===== config.mk =====
export PLATFORM = sky130hd
export DESIGN_NAME = rsd_decoder
export DESIGN_NICKNAME = d
export VERILOG_FILES = /design/src/rsd_pkg.sv /design/src/rsd_edge_detect.sv /design/src/rsd_decoder.sv
export SDC_FILE = /design/constraint.sdc
export NUM_CORES = 1
export LEC_CHECK = 0
export BUFFER_PORTS_ARGS = -buffer_cell sky130_fd_sc_hd__buf_4
export CAP_MARGIN = 5
export CORE_AREA = 2 2 59 61
export CTS_CLUSTER_SIZE = 14
export DETAILED_ROUTE_END_ITERATION = 8
export DIE_AREA = 0 0 61 63
export PLACE_DENSITY = 0.73
export SLEW_MARGIN = 20
export SYNTH_ARGS = -nofsm -noshare
export SYNTH_HDL_FRONTEND = slang
export SYNTH_HIERARCHICAL = 1
export SYNTH_SLANG_ARGS = --single-unit
export TNS_END_PERCENT = 100

===== constraint.sdc =====
create_clock -name clk_sys -period 2.05 [get_ports clk_sys]
set_clock_uncertainty 0.1 [all_clocks]
set_input_delay 0.1025 -clock clk_sys [delete_from_list [all_inputs] [get_ports clk_sys]]
set_output_delay 0.1025 -clock clk_sys [all_outputs]
set_load 0.05 [all_outputs]

===== src/rsd_pkg.sv =====
package rsd_pkg;
  localparam logic [7:0] CMD_SET_RUNTIME  = 8'h60;
  localparam logic [7:0] RESP_SUCCESS     = 8'h00;
  localparam int         REPORT_BYTES     = 64;
  localparam logic [5:0] BYTE_CMD         = 6'h00;
  localparam logic [5:0] BYTE_STATUS      = 6'h01;
  localparam logic [5:0] BYTE_REF         = 6'h05;
  localparam logic [5:0] BYTE_IRQ         = 6'h06;
  localparam logic [5:0] BYTE_ALTER       = 6'h07;
  localparam logic [5:0] BYTE_PIN0        = 6'h08;
  localparam logic [5:0] BYTE_LAST        = 6'h3f;
  localparam int         BIT_LOAD         = 7;
  localparam int         BIT_REF_SRC      = 0;
  localparam int         BIT_LVL_HI       = 2;
  localparam int         BIT_LVL_LO       = 1;
  localparam int         BIT_RISE_WE      = 4;
  localparam int         BIT_RISE_VAL     = 3;
  localparam int         BIT_FALL_WE      = 2;
  localparam int         BIT_FALL_VAL     = 1;
  localparam int         BIT_FLAG_CLR     = 0;
  localparam int         BIT_PIN_OUT      = 4;
  localparam int         BIT_PIN_DIR      = 3;
  localparam int         BIT_FN_HI        = 2;
  localparam logic [7:0] ALTER_YES        = 8'h01;
  localparam logic [1:0] RST_REF_LEVEL    = 2'h0;
  localparam logic       RST_REF_SRC      = 1'b0;
  localparam logic       RST_RISE_EN      = 1'b0;
  localparam logic       RST_FALL_EN      = 1'b0;
  localparam logic       RST_PIN_OUT      = 1'b0;
  localparam logic       RST_PIN_DIR      = 1'b1;
  typedef enum logic [1:0] {
    RSD_LVL_OFF  = 2'b00,
    RSD_LVL_1024 = 2'b01,
    RSD_LVL_2048 = 2'b10,
    RSD_LVL_4096 = 2'b11
  } rsd_level_t;
  typedef enum logic [2:0] {
    RSD_FN_GPIO    = 3'b000,
    RSD_FN_SUSPEND = 3'b001,
    RSD_FN_RX_LED  = 3'b010
  } rsd_fn_t;
  typedef enum logic [1:0] {
    RSD_ST_IDLE = 2'b00,
    RSD_ST_RECV = 2'b01,
    RSD_ST_RESP = 2'b11
  } rsd_state_t;
endpackage : rsd_pkg


===== src/rsd_edge_detect.sv =====
`timescale 1ns/1ps
`default_nettype none
module rsd_edge_detect (
  input  wire logic clk_sys,
  input  wire logic reset_n,
  input  wire logic pin_async,
  input  wire logic rise_en,
  input  wire logic fall_en,
  input  wire logic flag_clr,
  output logic      flag
);
  logic [2:0] sync;
  logic       stable;
  logic       rise_seen;
  logic       fall_seen;
  logic       next_flag;

  // a change counts only once stages two and three agree
  assign rise_seen = sync[1] & sync[2] & ~stable;
  assign fall_seen = ~sync[1] & ~sync[2] & stable;
  // set wins over a clear in the same cycle
  assign next_flag = ((rise_seen & rise_en) | (fall_seen & fall_en))
                     | (flag & ~flag_clr);

  always_ff @(posedge clk_sys) begin
    if (!reset_n) begin
      sync   <= 3'h0;
      stable <= 1'b0;
      flag   <= 1'b0;
    end else begin
      sync <= {sync[1:0], pin_async};
      if (sync[1] == sync[2]) begin
        stable <= sync[2];
      end
      flag <= next_flag;
    end
  end
endmodule : rsd_edge_detect
`default_nettype wire


===== src/rsd_decoder.sv =====
`timescale 1ns/1ps
`default_nettype none
// Overview of operation
// - byte5 bit7 loads reference selection
// - byte5 bits2-1 pick reference level
// - byte5 bit0 picks reference source
// - byte6 bit7 gates detector changes
// - byte6 bit4 enables rising setting write
// - byte6 bit3 new rising setting
// - byte6 bit2 enables falling setting write
// - byte6 bit1 new falling setting
// - byte6 bit0 clears detection flag
// - byte7 one reloads pin settings
// - byte8 bit4 is output level
// - byte8 bit3 direction, gpio mode only
// - byte8 bits2-0 select pin function
// - decode only command code 0x60
// - settings volatile, default on reset
// - respond 0x60 then 0x00
module rsd_decoder (
  input  wire logic               clk_sys,
  input  wire logic               reset_n,
  input  wire logic               rx_valid,
  input  wire logic [7:0]         rx_byte,
  input  wire logic               rx_last,
  input  wire logic               irq_pin,
  input  wire logic               pin_zero_in,
  input  wire logic               suspended,
  input  wire logic               rx_activity,
  output logic                    tx_valid,
  output logic [7:0]              tx_byte,
  output logic                    tx_last,
  output logic [1:0]              ref_level,
  output logic                    ref_internal,
  output logic                    rise_en,
  output logic                    fall_en,
  output logic                    irq_flag,
  output logic [2:0]              pin_zero_fn,
  output logic                    pin_zero_dir_in,
  output logic                    pin_zero_out_val,
  output logic                    pin_zero_out,
  output logic                    pin_zero_oe,
  output logic                    pin_zero_read
);
  import rsd_pkg::*;

  // one command-code test for the state machine and the frame flag
  function automatic logic is_set_cmd(input logic [7:0] b);
    return (b == CMD_SET_RUNTIME);
  endfunction : is_set_cmd

  // bytes 5 and 6 share the same load gate in their top bit
  function automatic logic load_gate(input logic [7:0] b);
    return b[BIT_LOAD];
  endfunction : load_gate

  rsd_state_t state;
  rsd_state_t next_state;
  logic [5:0] idx;
  logic       is_cmd;
  logic       alter;
  logic       resp_idx;
  logic       flag_clr;
  logic       pin_gpio;
  logic       next_out;
  logic       next_oe;
  logic [2:0] pad_sync;

  wire take      = (state == RSD_ST_RECV) && rx_valid;
  wire first_hit = (state == RSD_ST_IDLE) && rx_valid;
  wire at_ref    = take && is_cmd && (idx == BYTE_REF) && load_gate(rx_byte);
  wire at_irq    = take && is_cmd && (idx == BYTE_IRQ) && load_gate(rx_byte);
  wire at_alter  = take && is_cmd && (idx == BYTE_ALTER);
  wire at_pin    = take && is_cmd && (idx == BYTE_PIN0) && alter;
  // unknown function codes leave the pin as it is
  wire fn_legal  = rx_byte[BIT_FN_HI:0] <= RSD_FN_RX_LED;
  wire end_frame = rx_valid && (rx_last || idx == BYTE_LAST);

  assign flag_clr = at_irq && rx_byte[BIT_FLAG_CLR];
  assign pin_gpio = (pin_zero_fn == RSD_FN_GPIO);
  // direction only matters in gpio mode
  assign next_oe  = pin_gpio ? ~pin_zero_dir_in : 1'b1;
  always_comb begin
    unique case (pin_zero_fn)
      RSD_FN_SUSPEND: next_out = suspended;
      RSD_FN_RX_LED:  next_out = rx_activity;
      default:        next_out = pin_zero_out_val;
    endcase
  end

  always_comb begin
    next_state = state;
    unique case (state)
      // a one-byte report carrying the code still gets its answer
      RSD_ST_IDLE: begin
        if (first_hit && !rx_last) begin
          next_state = RSD_ST_RECV;
        end else if (first_hit && is_set_cmd(rx_byte)) begin
          next_state = RSD_ST_RESP;
        end
      end
      // foreign reports are swallowed to their end, then dropped
      RSD_ST_RECV: begin
        if (end_frame) begin
          next_state = is_cmd ? RSD_ST_RESP : RSD_ST_IDLE;
        end
      end
      // bytes arriving while answering are not taken
      RSD_ST_RESP: begin
        if (resp_idx) begin
          next_state = RSD_ST_IDLE;
        end
      end
      default:     next_state = RSD_ST_IDLE;
    endcase
  end

  always_ff @(posedge clk_sys) begin
    if (!reset_n) begin
      state <= RSD_ST_IDLE;
      idx   <= 6'h0;
      is_cmd <= 1'b0;
      alter <= 1'b0;
    end else begin
      state <= next_state;
      if (first_hit) begin
        idx    <= 6'h1;
        is_cmd <= is_set_cmd(rx_byte);
        alter  <= 1'b0;
      end else if (take) begin
        idx <= idx + 6'h1;
      end
      if (at_alter) alter <= (rx_byte == ALTER_YES);
    end
  end

  // response: two bytes, code echo then success
  always_ff @(posedge clk_sys) begin
    if (!reset_n) begin
      resp_idx <= 1'b0;
      tx_valid <= 1'b0;
      tx_byte  <= 8'h00;
      tx_last  <= 1'b0;
    end else begin
      tx_valid <= (next_state == RSD_ST_RESP);
      tx_byte  <= RESP_SUCCESS;
      tx_last  <= 1'b0;
      if (next_state == RSD_ST_RESP) begin
        resp_idx <= (state == RSD_ST_RESP);
        tx_byte  <= (state == RSD_ST_RESP) ? RESP_SUCCESS : CMD_SET_RUNTIME;
        tx_last  <= (state == RSD_ST_RESP);
      end else begin
        resp_idx <= 1'b0;
      end
    end
  end

  // runtime copies only; reset restores defaults
  always_ff @(posedge clk_sys) begin
    if (!reset_n) begin
      ref_level        <= RST_REF_LEVEL;
      ref_internal     <= RST_REF_SRC;
      rise_en          <= RST_RISE_EN;
      fall_en          <= RST_FALL_EN;
      pin_zero_fn      <= RSD_FN_GPIO;
      pin_zero_dir_in  <= RST_PIN_DIR;
      pin_zero_out_val <= RST_PIN_OUT;
      pin_zero_out     <= RST_PIN_OUT;
      pin_zero_oe      <= 1'b0;
    end else begin
      if (at_ref) begin
        ref_level    <= rx_byte[BIT_LVL_HI:BIT_LVL_LO];
        ref_internal <= rx_byte[BIT_REF_SRC];
      end
      if (at_irq && rx_byte[BIT_RISE_WE]) rise_en <= rx_byte[BIT_RISE_VAL];
      if (at_irq && rx_byte[BIT_FALL_WE]) fall_en <= rx_byte[BIT_FALL_VAL];
      // bits 7-5 never read here
      if (at_pin && fn_legal) begin
        pin_zero_fn      <= rx_byte[BIT_FN_HI:0];
        pin_zero_dir_in  <= rx_byte[BIT_PIN_DIR];
        pin_zero_out_val <= rx_byte[BIT_PIN_OUT];
      end
      pin_zero_out  <= next_out;
      pin_zero_oe   <= next_oe;
    end
  end

  // pad is asynchronous; a level counts once stages two and three agree
  always_ff @(posedge clk_sys) begin
    if (!reset_n) begin
      pad_sync      <= 3'h0;
      pin_zero_read <= 1'b0;
    end else begin
      pad_sync <= {pad_sync[1:0], pin_zero_in};
      if (pad_sync[1] == pad_sync[2]) begin
        pin_zero_read <= pad_sync[2];
      end
    end
  end

  rsd_edge_detect u_edge (
    .clk_sys   (clk_sys),
    .reset_n   (reset_n),
    .pin_async (irq_pin),
    .rise_en   (rise_en),
    .fall_en   (fall_en),
    .flag_clr  (flag_clr),
    .flag      (irq_flag)
  );
endmodule : rsd_decoder
`default_nettype wire


==> results.json <==
{
  "synth-seq-cells": 34,
  "synth-edff-count": 0,
  "setup_viol": 0,
  "cts_resized": 0,
  "synthToLayoutAreaGrowth_pct": 25.27,
  "hold_viol": 0,
  "grt_max_degree": 24,
  "r2r_end": "pin_zero_dir_in",
  "final_common_cell": "dfxtp_1",
  "final_cells": 266,
  "cts_tree": "built",
  "die_y_um": 63,
  "min_period_over_period": 0.9236,
  "switching_share": 0.2521,
  "min-delay-start": "rx_last",
  "diodes": 0,
  "pre_cts_slack_ps": 181.3,
  "cts_setup_buffers": 0,
  "critPathKind": "flip-flop to flip-flop",
  "dp_hpwl_um": 2499,
  "dieArea_um2": 3843,
  "worst_slack_ps": 156.7,
  "grt_first_pass_wirelength_um": 5471,
  "rsz0062_at_grt": "no",
  "setup_tns_ps": 0,
  "grt_overflow": 0,
  "wl_per_cell_um": 12.60,
  "cp_max_fo": 10,
  "grt_pass1_vias": 1261,
  "drive_gt1_frac": 0.2364,
  "clkPwrFrac": 0.325,
  "syn-cell-area_um2": 1604,
  "grt_util_all_layers": 0.1883,
  "regToRegSetupSlack_ps": 160,
  "start_kind": "flip-flop",
  "hold_end": "state[1]",
  "status": "complete, no violations",
  "cp.arrival_ps": 2020,
  "pwr-share-comb": 0.101,
  "synth_cell_types": 47,
  "avgSynthCellArea_um2": 9.166,
  "min_path_type": "input port to flip-flop",
  "synth_warnings": 6,
  "num_vias": 1358,
  "async_flop_share": 0,
  "fin_crit_ps": 1893,
  "io_buffers": 33,
  "r2r_start": "state[0]",
  "max-slew-margin-rel": 0.6523,
  "clk_latency_ps": 320,
  "numCtsBuffers": 5,
  "peakVddDrop_mv": 0.4136,
  "vias_per_cell": 5.105,
  "ant_nets": 0,
  "ys_seq_area_frac": 0.4243,
  "ys.flop_type": "dfxtp_1",
  "clockRootBuffer": "clkbuf_4",
  "cp-end-kind": "flip-flop",
  "fmax_mhz": 528.2,
  "clk_pin_slew_worst_paths_ps": 100,
  "drtIter0Drc": 54,
  "synthCells": 175,
  "holdPathStages": 3,
  "htree_levels": 2,
  "gp_congestion": 0.8372,
  "drtPass1Iterations": 6,
  "slew_viol_final": 0,
  "p_sw_mw": 0.2973,
  "cts_buffer_depth": 2,
  "fp.dieW_um": 61,
  "antenna_found_initial": 0,
  "final_cell_mix": "dfxtp_1, buf_4, nor2_1, nand2_1",
  "tightest_slew_ps": 516.8,
  "cp.required_ps": 2170,
  "fin_nets": 241,
  "maxCapViolations": 0,
  "io_pins": 40,
  "cts.sinks": 34,
  "drc": 0,
  "numPlacedInstances": 249,
  "p_leak_nw": 0.8854,
  "p_int_mw": 0.8823,
  "drt_wl_total_um": 3352,
  "rows": 21,
  "core-area_um2": 3232,
  "rr_worst_depth": 4,
  "seqPwrFrac": 0.574,
  "power.density_nw_per_um2": 587.0,
  "initial_core_util": 0.4963
}
-- worst max path at each step --
stage          startpoint               to  slack [ps]
2_1_floorplan      idx[0]  pin_zero_dir_in         340
3_3_place_gp     state[0]  pin_zero_dir_in         250
3_5_place_dp     state[0]  pin_zero_dir_in         180
4_1_cts        rx_byte[2]       tx_byte[5]         150
5_1_grt          state[0]  pin_zero_dir_in          20
6_report         state[0]  pin_zero_dir_in         160
-- cell type report --
type,instances,area [µm²]
clock buffer,6,51.30
clock inverter,2,12.51
fill,310,1222
inverter,7,26.28
multi-input combinational,129,843.3
sequential,34,680.7
tap,46,57.56
timing repair buffer,42,337.8
-- cell usage after synthesis, types with 3 or more instances --
master     n  area [µm²]
a21oi_1    9       45.04
and2_1     3       18.77
and2_2     3       22.52
buf_4      7       52.55
dfxtp_1   34       680.7
ha_1       6       75.07
inv_1      6       22.52
mux2i_1    8       80.08
nand2_1   17       63.81
nand2b_1   3       18.77
nand3_1    6       30.03
nand4_1    4       25.02
nor2_1    18       67.56
nor3_1     3       15.01
o21ai_0    7       35.03
o21ai_1    3       15.01
-- repair_timing --
action	CTS	global route
endpoints found under the setup margin	0	0
hold buffers	9	0
hold endpoints to repair	12	0
-- power groups by stage --
stage / clock network (mW) / registers (mW) / logic (mW)
floorplan: 0 / 0.688 / 0.0765
global placement: 0 / 0.691 / 0.103
detailed placement: 0 / 0.692 / 0.106
CTS: 0.395 / 0.677 / 0.120
global route: 0.424 / 0.679 / 0.131
finish: 0.383 / 0.677 / 0.120
-- critical path, stage by stage, from the launching register on --
cell      delay, ps
dfxtp_1         540
nand4b_4        180
or4_1           700
mux2i_1         210
nand2_1          60
-- kinds of logic after synthesis --
family | Yosys count | share of synthesized area
AOI/OAI and AO/OA | 29 | 0.1178
xor gates and xnor gates | 3 | 0.01638
adders and majority gates | 6 | 0.04680
buffers and inverters | 17 | 0.06161
DFF | 34 | 0.4243
muxes | 8 | 0.04992
other | 1 | 0.002338
and+or+nand+nor | 77 | 0.2808
-- through the flow --
step	util	power (mW)	area, µm²	hold WS [ps]
after global placement	0.5741	0.7944	1856	218.6
after floorplan	-	0.7642	1623	127.6
after CTS	0.6218	1.192	2009	20.01
final	0.6218	1.180	2009	29.98
after detailed placement	0.5741	0.7981	1856	227.5
after global routing	0.6218	1.234	2009	31.61
-- metal layers --
| layer | part of all wire | GRT usage |
|---|---|---|
| met3 | 0.046 | 0.03727 |
| met5 | 0 | 0 |
| met2 | 0.52 | 0.3347 |
| met4 | 0.011 | 0.06522 |
| met1 | 0.43 | 0.2154 |
-- state kept, by name, summed over array words and instances, names as in the netlist --
signal	count
u_edge/stable	1
idx	6
tx_byte	1
fall_en	1
pin_zero_oe	1
u_edge/flag	1
state	2
rise_en	1
tx_valid	1
pin_zero_dir_in	1
is_cmd	1
ref_internal	1
pin_zero_fn	3
pin_zero_read	1
pad_sync	3
alter	1
pin_zero_out	1
resp_idx	1
ref_level	2
u_edge/sync	3
pin_zero_out_val	1
No activity file was read; power rests on OpenSTA's default activity.
